===== src/rtl/pm_pkg.sv =====
/*
  shared constants for the power management control and timer block:
  register indices, control field positions, masks, reset values and clock rates.
  assumes one 100 MHz core clock and a simple byte-enabled register port.
*/
package pm_pkg;

  // register indices on the register port
  localparam logic       CTRL_INDEX  = 1'h0;
  localparam logic       TIMER_INDEX = 1'h1;

  // control register field positions
  localparam int         ROUTE_BIT   = 0;
  localparam int         BMWAKE_BIT  = 1;
  localparam int         GLR_BIT     = 2;
  localparam int         STYPE_LO    = 10;
  localparam int         STYPE_HI    = 12;
  localparam int         STRIG_BIT   = 13;
  localparam int         STYPE_W     = 3;

  // bits that software may change, and bits that read back
  localparam logic [15:0] CTRL_SW_MASK  = 16'h1C02;
  localparam logic [15:0] CTRL_RD_MASK  = 16'h1C03;
  localparam logic [15:0] CTRL_ALL_MASK = 16'hFFFF;
  localparam logic [15:0] CTRL_RESET    = 16'h0000;
  localparam logic [31:0] TIMER_RESET   = 32'h0000_0000;
  localparam logic [31:0] LOW24_MASK    = 32'h00FF_FFFF;
  localparam logic [31:0] ALL32_MASK    = 32'hFFFF_FFFF;

  // byte lanes
  localparam int         LANE0 = 0;
  localparam int         LANE1 = 1;
  localparam logic [3:0] BE_WORD32 = 4'hF;

  // timer word widths
  localparam int         TIMER_W   = 32;
  localparam int         MSB_NARROW = 23;
  localparam int         MSB_WIDE   = 31;

  // clock rates for the timer tick generator
  localparam int         CORE_HZ  = 100000000;
  localparam int         TIMER_HZ = 3579545;
  localparam int         ACC_W    = 27;

  typedef enum logic [1:0] {
    ST_WORK,
    ST_SEQ,
    ST_SLEEP
  } sleep_state_t;

endpackage : pm_pkg


===== src/rtl/pm_control_and_timer.sv =====
/*
  power management control register and free-running timer.
  assumes a byte-enabled register port on the core clock, pins that are
  asynchronous to it, and enable/clear strobes from neighbouring logic.
*/
// Function
// - route bit one sends events as os interrupt, zero as firmware interrupt.
// - only hardware strobes set or clear the route bit.
// - bus-master wake bit one: bus-master request wakes C3 processors to C0.
// - bus-master wake bit zero: requests leave C3 processors alone.
// - global lock release is write-only; writing one raises firmware interrupt.
// - firmware has its own enable and status pair for lock release events.
// - three-bit sleep type field at bits 10 to 12 picks sleep state.
// - sleep trigger bit 13 is write-only and reads zero.
// - writing sleep trigger one starts sequencing into programmed sleep type.
// - control bits 14 and 15 read zero.
// - control register takes byte and word accesses only.
// - control register resets to zero, read-write except route bit, write-only and reserved.
// - control bits may be split over two instances at aligned addresses.
// - timer counts at 3.579545 MHz, at least 24 bits, while working.
// - carry status sets whenever the top implemented timer bit toggles.
// - timer start value arbitrary; not reset on entering working state.
// - timer holds while base clock stops and resumes from held value.
// - timer bits 24 to 31 hold upper count, or zero when 24-bit.
// - width flag tells whether the timer is 32 or 24 bits.
// - timer register is read-only, resets to zero, read as 32 bits.
// - timer enable one raises os interrupt while carry status is set and route bit is one, else firmware interrupt.
// - split instance reads zero for other instance bits; writes harmless.
`timescale 1ns/1ps
module pm_control_and_timer #(
  parameter logic [15:0] IMPL_MASK  = pm_pkg::CTRL_ALL_MASK,
  parameter logic        TIMER_WIDE = 1'b1
) (
  input  wire logic        core_clk_i,
  input  wire logic        rst_n_i,
  input  wire logic        reg_addr_i,
  input  wire logic [3:0]  reg_be_i,
  input  wire logic        reg_wr_i,
  input  wire logic        reg_rd_i,
  input  wire logic [31:0] reg_wdata_i,
  output logic [31:0]      reg_rdata_o,
  output logic             reg_rvalid_o,
  input  wire logic        route_set_i,
  input  wire logic        route_clr_i,
  input  wire logic        pm_event_i,
  input  wire logic        busmaster_req_i,
  input  wire logic        cpu_in_c3_i,
  output logic             c3_wake_o,
  input  wire logic        firmware_event_enable_i,
  input  wire logic        firmware_event_clr_i,
  output logic             firmware_event_status_o,
  input  wire logic        timer_interrupt_enable_i,
  input  wire logic        timer_status_clr_i,
  output logic             timer_carry_status_o,
  input  wire logic        base_clk_run_i,
  input  wire logic        wake_i,
  output logic             sleep_req_o,
  output logic [2:0]       sleep_type_o,
  output logic             sleeping_o,
  output logic             timer_width_flag_o,
  output logic             os_level_interrupt_o,
  output logic             firmware_management_interrupt_o
);

  localparam int SYNC_N = 3;

  logic [15:0]        ctrl;
  logic [31:0]        count;
  logic               msb_last;
  logic               tick;
  logic               run;
  logic [SYNC_N-1:0]  pin_meta;
  logic [SYNC_N-1:0]  pin_sync;
  logic               bm_req;
  logic               wake;
  logic               clk_run;
  logic               ctrl_wr;
  logic               timer_wr;
  logic [15:0]        wr_lanes;
  logic [15:0]        next_ctrl;
  logic               glr_pulse;
  logic               trig_pulse;
  logic               msb_now;
  logic               pm_any;
  logic [31:0]        timer_view;
  pm_pkg::sleep_state_t state;
  pm_pkg::sleep_state_t next_state;

  // expands the two low byte enables into a 16-bit lane mask
  function automatic logic [15:0] lane_mask(input logic [3:0] be);
    lane_mask = {{8{be[pm_pkg::LANE1]}}, {8{be[pm_pkg::LANE0]}}};
  endfunction : lane_mask

  // true when a write or read of one lane touches the given bit
  function automatic logic hits_bit(input logic [3:0] be, input int pos);
    logic [15:0] m;
    m = lane_mask(be);
    hits_bit = m[pos];
  endfunction : hits_bit

  // two-stage synchronisers for pins
  genvar g;
  generate
    for (g = 0; g < SYNC_N; g++) begin : g_sync
      always_ff @(posedge core_clk_i) begin
        if (!rst_n_i) begin
          pin_meta[g] <= 1'b0;
          pin_sync[g] <= 1'b0;
        end else begin
          pin_meta[g] <= (g == 0) ? busmaster_req_i :
                         (g == 1) ? wake_i : base_clk_run_i;
          pin_sync[g] <= pin_meta[g];
        end
      end
    end
  endgenerate

  assign bm_req  = pin_sync[0];
  assign wake    = pin_sync[1];
  assign clk_run = pin_sync[2];

  assign ctrl_wr  = reg_wr_i && (reg_addr_i == pm_pkg::CTRL_INDEX);
  assign timer_wr = reg_wr_i && (reg_addr_i == pm_pkg::TIMER_INDEX);
  assign wr_lanes = lane_mask(reg_be_i) & IMPL_MASK;

  // write-only strobes, never stored
  assign glr_pulse  = ctrl_wr && hits_bit(reg_be_i, pm_pkg::GLR_BIT)
                      && IMPL_MASK[pm_pkg::GLR_BIT]
                      && reg_wdata_i[pm_pkg::GLR_BIT];
  assign trig_pulse = ctrl_wr && hits_bit(reg_be_i, pm_pkg::STRIG_BIT)
                      && IMPL_MASK[pm_pkg::STRIG_BIT]
                      && reg_wdata_i[pm_pkg::STRIG_BIT];

  always_comb begin
    next_ctrl = ctrl;
    if (ctrl_wr) begin
      next_ctrl = (ctrl & ~(wr_lanes & pm_pkg::CTRL_SW_MASK)) |
                  (reg_wdata_i[15:0] & wr_lanes & pm_pkg::CTRL_SW_MASK);
    end
    // route bit moves only by hardware; set wins over clear
    if (IMPL_MASK[pm_pkg::ROUTE_BIT]) begin
      if (route_set_i) begin
        next_ctrl[pm_pkg::ROUTE_BIT] = 1'b1;
      end else if (route_clr_i) begin
        next_ctrl[pm_pkg::ROUTE_BIT] = 1'b0;
      end
    end
  end

  // control register
  always_ff @(posedge core_clk_i) begin
    if (!rst_n_i) begin
      ctrl <= pm_pkg::CTRL_RESET;
    end else begin
      ctrl <= next_ctrl;
    end
  end

  // firmware status for lock release events, set wins over clear
  always_ff @(posedge core_clk_i) begin
    if (!rst_n_i) begin
      firmware_event_status_o <= 1'b0;
    end else if (glr_pulse) begin
      firmware_event_status_o <= 1'b1;
    end else if (firmware_event_clr_i) begin
      firmware_event_status_o <= 1'b0;
    end
  end

  // sleep sequencing
  always_comb begin
    next_state = state;
    case (state)
      pm_pkg::ST_WORK:  if (trig_pulse) next_state = pm_pkg::ST_SEQ;
      pm_pkg::ST_SEQ:   next_state = pm_pkg::ST_SLEEP;
      pm_pkg::ST_SLEEP: if (wake) next_state = pm_pkg::ST_WORK;
      default:          next_state = pm_pkg::ST_WORK;
    endcase
  end

  always_ff @(posedge core_clk_i) begin
    if (!rst_n_i) begin
      state <= pm_pkg::ST_WORK;
    end else begin
      state <= next_state;
    end
  end

  // sleep type latched from the field as written with the trigger
  always_ff @(posedge core_clk_i) begin
    if (!rst_n_i) begin
      sleep_type_o <= '0;
    end else if (trig_pulse) begin
      sleep_type_o <= next_ctrl[pm_pkg::STYPE_HI:pm_pkg::STYPE_LO];
    end
  end

  assign sleep_req_o = (state == pm_pkg::ST_SEQ);
  assign sleeping_o  = (state == pm_pkg::ST_SLEEP);

  // timer runs only in working state with the base clock alive
  assign run = clk_run && (state == pm_pkg::ST_WORK);

  pm_timer_tick u_tick (
    .core_clk_i (core_clk_i),
    .rst_n_i    (rst_n_i),
    .run_i      (run),
    .tick_o     (tick)
  );

  // counter is never written by software and not cleared on wake
  always_ff @(posedge core_clk_i) begin
    if (!rst_n_i) begin
      count <= pm_pkg::TIMER_RESET;
    end else if (tick && run) begin
      count <= count + 32'h0000_0001;
    end
  end

  assign msb_now = TIMER_WIDE ? count[pm_pkg::MSB_WIDE] : count[pm_pkg::MSB_NARROW];

  always_ff @(posedge core_clk_i) begin
    if (!rst_n_i) begin
      msb_last <= 1'b0;
    end else begin
      msb_last <= msb_now;
    end
  end

  // carry status, set wins over clear
  always_ff @(posedge core_clk_i) begin
    if (!rst_n_i) begin
      timer_carry_status_o <= 1'b0;
    end else if (msb_now != msb_last) begin
      timer_carry_status_o <= 1'b1;
    end else if (timer_status_clr_i) begin
      timer_carry_status_o <= 1'b0;
    end
  end

  assign timer_view = count & (TIMER_WIDE ? pm_pkg::ALL32_MASK
                                          : pm_pkg::LOW24_MASK);
  assign timer_width_flag_o = TIMER_WIDE;

  // read data registered; write-only and reserved bits read zero
  always_ff @(posedge core_clk_i) begin
    if (!rst_n_i) begin
      reg_rdata_o  <= '0;
      reg_rvalid_o <= 1'b0;
    end else begin
      reg_rvalid_o <= reg_rd_i;
      if (reg_rd_i) begin
        if (reg_addr_i == pm_pkg::CTRL_INDEX) begin
          reg_rdata_o <= {16'h0000, ctrl & pm_pkg::CTRL_RD_MASK & IMPL_MASK
                          & lane_mask(reg_be_i)};
        end else begin
          reg_rdata_o <= timer_view;
        end
      end
    end
  end

  // bus-master wake gated by the enable bit
  assign c3_wake_o = ctrl[pm_pkg::BMWAKE_BIT] && bm_req && cpu_in_c3_i;

  // event routing; an enabled timer carry is one more management event
  assign pm_any = pm_event_i || (timer_interrupt_enable_i && timer_carry_status_o);
  assign os_level_interrupt_o = ctrl[pm_pkg::ROUTE_BIT] && pm_any;
  assign firmware_management_interrupt_o =
    (!ctrl[pm_pkg::ROUTE_BIT] && pm_any) ||
    (firmware_event_enable_i && firmware_event_status_o);
endmodule : pm_control_and_timer


===== src/rtl/pm_timer_tick.sv =====
/*
  fractional divider giving a one-cycle enable at the timer rate.
  assumes core_clk_i at pm_pkg::CORE_HZ; run_i low freezes the phase.
*/
`timescale 1ns/1ps
module pm_timer_tick (
  input  wire logic core_clk_i,
  input  wire logic rst_n_i,
  input  wire logic run_i,
  output logic      tick_o
);

  localparam logic [pm_pkg::ACC_W-1:0] STEP =
    pm_pkg::ACC_W'(pm_pkg::TIMER_HZ);
  localparam logic [pm_pkg::ACC_W-1:0] WRAP =
    pm_pkg::ACC_W'(pm_pkg::CORE_HZ);

  logic [pm_pkg::ACC_W-1:0] phase;
  logic [pm_pkg::ACC_W-1:0] next_phase;
  logic                     next_tick;

  always_comb begin
    next_phase = phase + STEP;
    next_tick  = 1'b0;
    if (next_phase >= WRAP) begin
      next_phase = next_phase - WRAP;
      next_tick  = 1'b1;
    end
  end

  // phase holds while the base clock is stopped so counting resumes in step
  always_ff @(posedge core_clk_i) begin
    if (!rst_n_i) begin
      phase  <= '0;
      tick_o <= 1'b0;
    end else if (run_i) begin
      phase  <= next_phase;
      tick_o <= next_tick;
    end else begin
      tick_o <= 1'b0;
    end
  end

endmodule : pm_timer_tick


===== config.mk =====
export PLATFORM = sky130hd
export DESIGN_NAME = pm_control_and_timer
export DESIGN_NICKNAME = d
export VERILOG_FILES = /design/src/rtl/pm_pkg.sv /design/src/rtl/pm_control_and_timer.sv /design/src/rtl/pm_timer_tick.sv
export SDC_FILE = /design/constraint.sdc
export NUM_CORES = 1
export LEC_CHECK = 0
export BUFFER_PORTS_ARGS = -buffer_cell sky130_fd_sc_hd__buf_2
export CELL_PAD_IN_SITES_DETAIL_PLACEMENT = 1
export CELL_PAD_IN_SITES_GLOBAL_PLACEMENT = 1
export CORE_ASPECT_RATIO = 1.25
export CORE_MARGIN = 2
export CORE_UTILIZATION = 45
export CTS_CLUSTER_SIZE = 30
export DETAILED_ROUTE_END_ITERATION = 10
export PLACE_DENSITY_LB_ADDON = 0.15
export SYNTH_ARGS = -nofsm -noshare
export SYNTH_HDL_FRONTEND = slang
export SYNTH_SLANG_ARGS = --single-unit

===== constraint.sdc =====
create_clock -name core_clk_i -period 10.85 [get_ports core_clk_i]
set_input_delay 1.085 -clock core_clk_i [delete_from_list [all_inputs] [get_ports core_clk_i]]
set_output_delay 1.085 -clock core_clk_i [all_outputs]
set_load 0.1 [all_outputs]

==> results of run 1 <==
==> worst max-delay path, stage by stage, from the launching register on <==
cell	delay, ns
dfxtp_1	0.37
ha_1	0.28
a211o_1	0.41
a31oi_1	0.47
xor2_1	0.16
inv_1	0.10
ha_1	0.16
nand4b_1	0.09
nor3_1	0.31
o2111ai_1	0.26
nand4_1	0.16
o211ai_1	0.14
o31ai_2	0.48
buf_4	0.30
nand2_1	0.08
a211oi_1	0.30
mux2i_1	0.23
==> path summary, 6_finish.rpt <==
kind	to	slack, ns	cells past startpoint
max	u_tick.phase[13]	6.48	16
min	clk_run	0.44	1
max reg2reg	u_tick.phase[13]	6.48	16
min reg2reg	clk_run	0.44	1
==> Yosys cell counts, types with 13 or more instances <==
cell	number
nor3_1	16
nand2_1	54
a21oi_1	64
dfxtp_1	112
clkbuf_1	37
mux2i_1	15
o21ai_0	19
xnor2_1	22
inv_1	13
nand3_1	56
nand2b_1	35
xor2_1	31
nor2_1	70
==> final cells by class <==
class	instances	area share
Clock buffer	10	0.03736
Clock inverter	6	0.01232
Inverter	13	0.007628
Multi-Input combinational cell	529	0.5019
Sequential cell	112	0.3505
Tap cell	168	0.03286
Timing Repair Buffer	71	0.05750
==> cells by family (layout without fill, tap and decap cells) <==
kind of cell / Yosys count / after routing / synth area share
and+or+nand+nor: 308 / 308 / 0.2748
AOI/OAI and AO/OA: 148 / 148 / 0.1705
DFF: 112 / 112 / 0.3927
buffers and inverters: 61 / 100 / 0.04493
xor gates and xnor gates: 53 / 53 / 0.08131
muxes: 15 / 15 / 0.02630
adders and majority gates: 4 / 4 / 0.008767
other: 1 / 1 / 0.0006568
==> metal layers <==
metal  vias up  part of all wire
li1       2525                 -
met1      2533              0.42
met2        82              0.53
met3        32             0.025
met4         0             0.029
met5         -                 0
==> per-stage QoR <==
stage / setup WS (ns) / utilization / hold WS, ns
after global placement: 6.616 / 0.4845 / 0.4148
final: 6.482 / 0.5099 / 0.4415
after floorplan: 6.456 / - / 0.4119
after global routing: 6.159 / 0.5099 / 0.4653
after CTS: 6.431 / 0.5099 / 0.4429
after detailed placement: 6.507 / 0.4845 / 0.4230
==> registers in the layout (all words and copies together), names as in the netlist, 2 cells and up, named ones only <==
name and count:
count 32, ctrl 4, pin_meta 3, reg_rdata_o 32
sleep_type_o 3, state 2, u_tick.phase 27
==> where the power goes <==
group	leakage, uW	internal (uW)	total, uW	switching, uW
combinational	0.00138	27.1	92.1	65.0
sequential	0.000907	418	427	9.80
clock	0.000158	191	360	168
total	0.00245	636	879	243
==> results by group, run 1 <==
Run status
  • Status: complete, no violations

Cells and area
  • Nets: between 700 and 800
  • FF/Latch Area: 0.002242 sq mm
  • Share of cells above drive strength 1: 0.1350
  • Synth-to-Final Area Change: 12.05%
  • Layout fillers: roughly 1600
  • Commonest non-fill, non-tap cell in the layout: dfxtp_1
  • Multi-input logic area: ~0.0032 sq mm
  • Ant diodes: 0
  • Most frequent cells in the layout: dfxtp_1 (112), nor2_1 (70), buf_2 (66)
  • Design area: ~0.0064 sq mm
  • Non-filler cells in the finished layout: roughly 900

Global route
  • Met1 GRT Util: 0.2578
  • All-Layer GR Usage: 0.2306
  • Gr busiest metal: met2
  • Met2 Usage GRT: 0.4416
  • Largest net degree at the start of global routing: 66
  • Met3 Use GR: 0.03596
  • Vias in the first global route: roughly 5200
  • Overflow after GRT: 0
  • Initial antenna violation count: 0
  • First-pass GRT wire length: 25630 um

Synthesis
  • Cells after Synth: 702
  • Cell taking the most area after synthesis: dfxtp_1
  • Post-Syn Area per Cell: roughly 8.1 sq um
  • Warning count from the yosys run: 0
  • Post-synth EDFFs: 0
  • Post-Synthesis Net Count: 758
  • Ys async rst share: 0
  • Largest cells by area after synthesis: dfxtp_1 (39%), a21oi_1 (5.6%), nand3_1 (4.9%)
  • Most used flip-flop cell after synthesis: dfxtp_1
  • Number of synthesized register bits: between 100 and 150
  • Synth unique cells: 63
  • Mapped cell area: 0.005709 sq mm
  • Register area share after synthesis: 0.3927
  • Synth top area share: 0.3927

STA
  • # setup viols final: 0
  • Final critical-path required period: between 4 and 5 ns
  • Total negative slack: 0 ns
  • Clock skew: 0.009248 ns
  • Period Utilization, post-route: 0.4026
  • RSZ-0062 raised after global routing: no
  • Max-slew headroom: 0.3644
  • Final Hold Fails: 0
  • F_max: approximately 230 MHz
  • Worst-margin pin slew: between 0.9 and 1 ns
  • Max Slew Vio Count: 0

Place
  • Routability Congestion: between 0.9 and 1
  • Area after DPL: around 0.006 sq mm
  • Dpl hpwl: between 10000 and 15000 um
  • Placed insts: around 890
  • Port bufs: 66

Routing
  • DRT Pass-1 Iters: 4
  • DRC: 0
  • Initial drt markers: approximately 210
  • WL per Instance: between 15 and 20 um
  • Routed vias/inst: approximately 5.7
  • Via count: approximately 5200
  • DRT Wirelength: ~15000 um
  • Post-route ant nets: 0

Pwr
  • VDD IR-drop max: about 67 uV
  • Design Power: roughly 880 uW
  • Power per cell area: between 100 and 150 mW/mm^2
  • Pleak: between 0.002 and 0.0025 uW

CTS
  • Sink Count: between 100 and 150
  • # hold bufs at CTS: 0
  • Skew-Pair Late Insertion Delay: 0.35 ns
  • Post-CTS Resized: 0
  • Clock buffer count from CTS: 9
  • Post-CTS Repair Setup Buffers: 0
  • H-tree levels: 3
  • Clock buffer depth: 2
  • Worst-path clk slew: 0.08 ns
  • Clk root buf: clkbuf_16
  • CTS tree: done

Setup path
  • Req. time, crit path: approximately 11 ns
  • Crit-path max FO: 11
  • Crit path kind: register to register
  • Origin of the critical flop-to-flop path: u_tick.phase[0]
  • Critical Path Source: u_tick.phase[0]
  • CP endpoint kind: register
  • CP Launch Type: register
  • CP arrival: approximately 4.7 ns

Min path
  • Hold path startpoint: pin_meta[2]
  • HP Class: register to register

Floorplan
  • FP Rows: 46
  • Starting density of the core: 0.4550
  • Core Region: 0.01255 sq mm
  • Io pins: 96
  • Chip Height: between 100 and 150 um
  • Die Wd: around 100 um
  • Die ar.: 0.01361 sq mm

Job
  • Max-Cap Viols: 0
Power figures use the tool's default switching activity.
==> run 2: changes to the inputs <==
- ABC_AREA: unset -> 1
- CORE_UTILIZATION: 45 -> 41
- clock period: 10.85 -> 4.3 ns (I/O delays scaled with it)
==> results by group, run 2 <==
Synthesis
  • Post-synth EDFFs: 0 (unchanged)
  • Cells after Synth: 1059 (was 702)
  • Cell with the most instances after synthesis: nand2_1 (was dfxtp_1)
  • Mapped cell area: 0.006721 sq mm (was 0.005709 sq mm)
  • Synth unique cells: 40 (was 63)
  • Most used flip-flop cell after synthesis: dfxtp_1 (unchanged)
  • Commonest cells in the synthesized netlist: nand2_1 (309), inv_1 (114), dfxtp_1 (112) (was dfxtp_1 (112), nor2_1 (70), a21oi_1 (64))
  • Register area share after synthesis: 0.3336 (was 0.3927)
  • Number of synthesized register bits: 112 (unchanged)
  • Synth top area share: 0.3336 (was 0.3927)
  • Largest cells by area after synthesis: dfxtp_1 (33%), nand2_1 (17%), nand3_1 (8.0%) (was dfxtp_1 (39%), a21oi_1 (5.6%), nand3_1 (4.9%))
  • Ys async rst share: 0 (unchanged)
  • Post-Synthesis Net Count: 1115 (was 758)
  • Warning count from the yosys run: 0 (unchanged)
  • Cell taking the most area after synthesis: dfxtp_1 (unchanged)
  • Post-Syn Area per Cell: 6.347 sq um (was 8.133 sq um)

Cells and area
  • Largest regs: count x32, reg_rdata_o x32, u_tick.phase x27 (unchanged)
  • Ant diodes: 0 (unchanged)
  • Share of cells above drive strength 1: 0.1462 (was 0.1350)
  • Commonest non-fill, non-tap cell in the layout: nand2_1 (was dfxtp_1)
  • Nets: 1159 (was 792)
  • Synth-to-Final Area Change: 10.80% (was 12.05%)
  • Most frequent cells in the layout: nand2_1 (309), inv_1 (113), dfxtp_1 (112) (was dfxtp_1 (112), nor2_1 (70), buf_2 (66))

Job
  • Max-Cap Viols: 0 (unchanged)

Routing
  • Post-route ant nets: 0 (unchanged)
  • Routed vias/inst: 5.168 (was 5.690)
  • WL per Instance: 15.19 um (was 16.90 um)
  • DRT Pass-1 Iters: 5 (was 4)
  • DRT Wirelength: 20110 um (was 15360 um)
  • DRC: 0 (unchanged)
  • Via count: 6843 (was 5172)
  • Initial drt markers: 296 (was 207)

STA
  • F_max: 306.5 MHz (was 228.9 MHz)
  • Final critical-path required period: 3.262 ns (was 4.368 ns)
  • Period Utilization, post-route: 0.7587 (was 0.4026)
  • # setup viols final: 0 (unchanged)
  • Max Slew Vio Count: 0 (unchanged)
  • Total negative slack: 0 ns (unchanged)
  • RSZ-0062 raised after global routing: no (unchanged)
  • Worst hold slack: 0.2508 ns (was 0.4415 ns)
  • Max-slew headroom: 0.3053 (was 0.3644)
  • Worst-margin pin slew: 1.041 ns (was 0.9535 ns)
  • Clock skew: 0.01097 ns (was 0.009248 ns)
  • Final Hold Fails: 0 (unchanged)

Global route
  • All-Layer GR Usage: 0.2375 (was 0.2306)
  • Largest net degree at the start of global routing: 39 (was 66)
  • Overflow after GRT: 0 (unchanged)
  • First-pass GRT wire length: 33450 um (was 25630 um)
  • Initial antenna violation count: 0 (unchanged)
  • Vias in the first global route: 6917 (was 5220)

Place
  • Port bufs: 66 (unchanged)
  • Routability Congestion: 0.8663 (was 0.9026)
  • Dpl hpwl: 15570 um (was 10800 um)

Pwr
  • Pleak: 0.003257 uW (was 0.002445 uW)
  • VDD IR-drop max: 177.2 uV (was 66.88 uV)
  • Comb pwr share: 0.139 (was 0.105)
  • Psw: 679.1 uW (was 243.3 uW)
  • Clk pwr share: 0.379 (was 0.409)
  • Seq pwr share: 0.482 (was 0.486)
  • Switch share: 0.3053 (was 0.2767)
  • Internal cell power: 1545 uW (was 636.0 uW)
  • Power per cell area: 298.7 mW/mm^2 (was 137.4 mW/mm^2)

Setup path
  • CP endpoint kind: register (unchanged)
  • Critical Path Source: u_tick.phase[0] (unchanged)
  • Crit-path max FO: 21 (was 11)
  • Crit path kind: register to register (unchanged)
  • Origin of the critical flop-to-flop path: u_tick.phase[0] (unchanged)
  • CP arrival: 3.53 ns (was 4.66 ns)
  • Req. time, crit path: 4.57 ns (was 11.14 ns)
  • CP Launch Type: register (unchanged)

CTS
  • H-tree levels: 3 (unchanged)
  • Clock buffer count from CTS: 9 (unchanged)
  • Skew-Pair Late Insertion Delay: 0.37 ns (was 0.35 ns)
  • Post-CTS Repair Setup Buffers: 0 (unchanged)
  • CTS tree: done (unchanged)
  • # hold bufs at CTS: 0 (unchanged)
  • Sink Count: 112 (unchanged)
  • Clk root buf: clkbuf_16 (unchanged)
  • Clock buffer depth: 2 (unchanged)
  • Worst-path clk slew: 0.08 ns (about the same)
  • Post-CTS Resized: 0 (unchanged)

Min path
  • Hold path startpoint: wake_i (was pin_meta[2])
  • HP Class: input port to register (was register to register)

Floorplan
  • Chip Height: 147.2 um (was 129.9 um)
  • FP Rows: 52 (was 46)
  • Die Wd: 118.5 um (was 104.7 um)
  • Core Region: 0.01614 sq mm (was 0.01255 sq mm)
  • Io pins: 96 (unchanged)
  • Die ar.: 0.01744 sq mm (was 0.01361 sq mm)
  • Starting density of the core: 0.4166 (was 0.4550)

Run status
  • Status: complete, no violations (unchanged)
run 2: per-layer routing:
| layer | GRT usage | vias to the layer above | routed length (um) | share of wire |
|---|---|---|---|---|
| li1 | - | 3492 | - | - |
| met1 | 0.2668 | 3220 | 8501 | 0.42 |
| met2 | 0.4523 | 94 | 10570 | 0.53 |
| met3 | 0.02174 | 37 | 426 | 0.021 |
| met4 | 0.1006 | 0 | 609 | 0.030 |
| met5 | 0 | - | 0 | 0 |
run 2: path summary, 6_finish.rpt:
kind | to | depth (start not counted) | slack (ns)
min | pin_meta[1] | 3 | 0.25
max | u_tick.phase[8] | 18 | 1.04
min reg2reg | wake | 2 | 0.43
max reg2reg | u_tick.phase[8] | 18 | 1.04
run 2: power groups by stage:
stage	Sequential, uW	Clock [uW]	Combinational (uW)
6_report	1070	842	310
3_5_place_dp	1100	0	310
4_1_cts	1070	862	312
2_1_floorplan	1100	0	228
3_3_place_gp	1100	0	306
5_1_grt	1080	900	347
run 2: per-stage QoR:
step / total power [uW] / instance area, sq um / cells / util / worst slack [ns]
2_1_floorplan: 1331 / 6721 / 1059 / - / 0.6021
3_3_place_gp: 1403 / 7158 / 1308 / 0.4436 / 1.074
3_5_place_dp: 1407 / 7158 / 1308 / 0.4436 / 1.070
4_1_cts: 2246 / 7447 / 1324 / 0.4615 / 1.032
5_1_grt: 2323 / 7447 / 1324 / 0.4615 / 0.6748
6_report: 2225 / 7447 / 1324 / 0.4615 / 1.038
run 2: cells by family (layout without fill, tap and decap cells):
group                    after synthesis  count (layout)  share of synthesized area
other                                  1               1                  0.0005579
buffers and inverters                163             212                    0.09884
multiplexers                           3               3                   0.004468
adder cells (fa/ha/maj)                4               4                   0.007446
flip-flops                           112             112                     0.3336
AO/OA/AOI/OAI                        133             133                     0.1076
XOR/XNOR                              14              14                    0.01824
AND/OR/NAND/NOR                      629             629                     0.4293
run 2: worst max-delay path, cell delays in order (launching register included):
cell	delay [ns]
dfxtp_1	0.40
ha_1	0.26
nand2_1	0.09
nand2_1	0.18
nand3_2	0.16
nand2_1	0.14
nand2_1	0.11
nand2_1	0.12
nand3_1	0.07
nand2_1	0.11
inv_1	0.09
nand2_2	0.30
inv_1	0.08
nor2_1	0.14
nand3_2	0.43
nand2_1	0.18
inv_1	0.05
o21ai_1	0.18
inv_1	0.05
run 2: area by class of cell:
type,instances,area [sq um]
inverters,127,478.0
multi-input cells,784,3815
repair buffers,69,352.8
clock inverters,7,63.81
flip-flops and latches,112,2242
fillers,2232,8688
clock buffers,9,225.2
well taps,216,270.3
==> run 3: changes to the inputs <==
- CORE_UTILIZATION: 41 -> 37
- clock period: 4.3 -> 2.8 ns (I/O delays scaled with it)
==> results by group, run 3 (synthesized netlist as in run 2, its figures left out) <==
Setup path
  • CP endpoint kind: register (unchanged)
  • Crit path top cell by count: nand2_1 (unchanged)
  • Cell Chain, Critical Path: ha_4 -> nand2_4 -> nand2_4 -> nand2_4 -> nand2_4 -> buf_4 -> nand3_1 -> nand3_1 -> nand2_1 -> nand2_1 -> nor2_2 -> nand2_2 -> inv_4 -> nand3_1 -> nand3_2 -> buf_12 -> nand2_1 -> nand2_1 -> nand2_1 -> a21oi_1 (was ha_1 -> nand2_1 -> nand2_1 -> nand3_2 -> nand2_1 -> nand2_1 -> nand2_1 -> nand3_1 -> nand2_1 -> inv_1 -> nand2_2 -> inv_1 -> nor2_1 -> nand3_2 -> nand2_1 -> inv_1 -> o21ai_1 -> inv_1)
  • Req. time, crit path: 3.08 ns (was 4.57 ns)
  • CP Launch Type: register (unchanged)
  • CP arrival: 2.92 ns (was 3.53 ns)
  • Crit-path max FO: 15 (was 21)
  • Crit path kind: register to register (unchanged)
  • CP bufs+invs: 3 (was 4)
  • CP max-delay cell: dfxtp_4 (was nand3_2)
  • Crit-path max cell delay: 0.36 ns (was 0.43 ns)
  • Critical path's top delay family: simple AND/OR/NAND/NOR gates (unchanged)

Global route
  • All-Layer GR Usage: 0.2261 (was 0.2375)
  • Overflow after GRT: 0 (unchanged)
  • Largest net degree at the start of global routing: 41 (was 39)
  • First-pass GRT wire length: 35740 um (was 33450 um)
  • Initial antenna violation count: 1 (was 0)
  • Vias in the first global route: 7152 (was 6917)

STA
  • Final Hold Fails: 0 (unchanged)
  • Period Utilization, post-route: 0.9421 (was 0.7587)
  • RSZ-0062 raised after global routing: yes (was no)
  • # setup viols final: 0 (unchanged)
  • Max-slew headroom: 0.3388 (was 0.3053)
  • Clock skew: 0.01073 ns (was 0.01097 ns)
  • Total negative slack: 0 ns (unchanged)
  • F_max: 379.1 MHz (was 306.5 MHz)
  • Worst-margin pin slew: 0.9907 ns (was 1.041 ns)
  • Final critical-path required period: 2.638 ns (was 3.262 ns)
  • Max Slew Vio Count: 0 (unchanged)

Floorplan
  • Die Wd: 124.6 um (was 118.5 um)
  • Chip Height: 154.7 um (was 147.2 um)
  • Io pins: 96 (unchanged)
  • Die ar.: 0.01927 sq mm (was 0.01744 sq mm)
  • FP Rows: 55 (was 52)
  • Core Region: 0.01796 sq mm (was 0.01614 sq mm)
  • Starting density of the core: 0.3742 (was 0.4166)

Cells and area
  • Most frequent cells in the layout: nand2_1 (297), inv_1 (110), dfxtp_1 (105) (was nand2_1 (309), inv_1 (113), dfxtp_1 (112))
  • Commonest non-fill, non-tap cell in the layout: nand2_1 (unchanged)
  • Largest regs: count x32, reg_rdata_o x32, u_tick.phase x27 (unchanged)
  • Fin util: 0.4521 (was 0.4615)
  • Design area: 0.008120 sq mm (was 0.007447 sq mm)
  • Share of cells above drive strength 1: 0.2137 (was 0.1462)
  • FF/Latch Area: 0.002256 sq mm (was 0.002242 sq mm)
  • Layout fillers: 2398 (was 2232)
  • Nets: 1207 (was 1159)
  • Synth-to-Final Area Change: 20.81% (was 10.80%)
  • Multi-input logic area: 0.004035 sq mm (was 0.003815 sq mm)

Run status
  • Status: complete, no violations (unchanged)

CTS
  • Clock buffer depth: 2 (unchanged)
  • Skew-Pair Late Insertion Delay: 0.36 ns (was 0.37 ns)
  • Clock buffer count from CTS: 9 (unchanged)
  • CTS tree: done (unchanged)
  • Worst-path clk slew: 0.08 ns (about the same)
  • Clk root buf: clkbuf_16 (unchanged)
  • H-tree levels: 3 (unchanged)
  • Sink Count: 112 (unchanged)

Place
  • Area after DPL: 0.007478 sq mm (was 0.007158 sq mm)
  • Routability Congestion: 0.8811 (was 0.8663)
  • Dpl hpwl: 16200 um (was 15570 um)
  • Port bufs: 66 (unchanged)

Routing
  • DRT Pass-1 Iters: 4 (was 5)
  • WL per Instance: 15.71 um (was 15.19 um)
  • DRC: 0 (unchanged)
  • DRT Wirelength: 21750 um (was 20110 um)
  • Via count: 7047 (was 6843)
  • Routed vias/inst: 5.088 (was 5.168)
  • Post-route ant nets: 0 (unchanged)
  • Initial drt markers: 285 (was 296)

Pwr
  • Power per cell area: 453.0 mW/mm^2 (was 298.7 mW/mm^2)
  • Design Power: 3679 uW (was 2225 uW)
  • Pleak: 0.003572 uW (was 0.003257 uW)
  • VDD IR-drop max: 250.5 uV (was 177.2 uV)

Job
  • Max-Cap Viols: 0 (unchanged)

Min path
  • HP Class: input port to register (unchanged)
[run 3: cell types whose count changed in the layout (fill, tap and decap cells not counted), sizes merged]
cell and change:
buf +45, nand3 +3, bufinv +2, clkinv -1
diode +1, inv -1
[run 3: tightest hold or removal path, delay by kind of cell]
| family | cells | cell delay [ns] |
|---|---|---|
| buf+inv | 2 | 0.11 |
| simple gates | 1 | 0.04 |
[run 3: cell type report]
type | count | share of cell area
clock buffer | 9 | 0.02773
timing repair buffer | 114 | 0.08906
tap | 228 | 0.03513
sequential | 112 | 0.2778
clock inverter | 7 | 0.01387
multi-input combinational | 787 | 0.4969
inverter | 127 | 0.05917
antenna | 1 | 0.0003082
[run 3: repair_timing]
action,4_1_cts,5_1_grt
gates resized for setup,7,53
gates cloned,2,1
buffers inserted,0,6
setup endpoints to repair,17,20
pin swaps,3,22
hold buffers,0,0
[run 3: metal layers]
metal  vias up  routed length [um]  GRT usage
met5         -                   0          0
met3        31                 354    0.02490
li1       3603                   -          -
met2        64               11810     0.4377
met1      3349                9111     0.2533
met4         0                 482    0.08133
[run 3: final timing paths]
check                                      from                to  slack [ns]  depth (start not counted)
worst max-delay path            u_tick.phase[1]  u_tick.phase[15]        0.16                         20
worst min-delay path            busmaster_req_i       pin_meta[0]        0.10                          3
worst max register to register  u_tick.phase[1]  u_tick.phase[15]        0.16                         20
worst min register to register      pin_meta[0]            bm_req        0.42                          2
[run 3: power breakdown]
| part | leakage (uW) | internal (uW) | switching (uW) |
|---|---|---|---|
| Sequential | 0.000910 | 1620 | 28.9 |
| Clock | 0.000161 | 806 | 679 |
| Combinational | 0.00250 | 174 | 375 |
[run 3: per-stage QoR]
step	hold slack, ns	worst slack, ns	std cells
after global placement	0.4038	0.04643	1359
after floorplan	0.3776	0.0001157	1059
after global routing	0.1030	-0.03660	1385
after CTS	0.09242	0.004065	1377
after detailed placement	0.4039	-0.07108	1359
final	0.1049	0.1622	1385
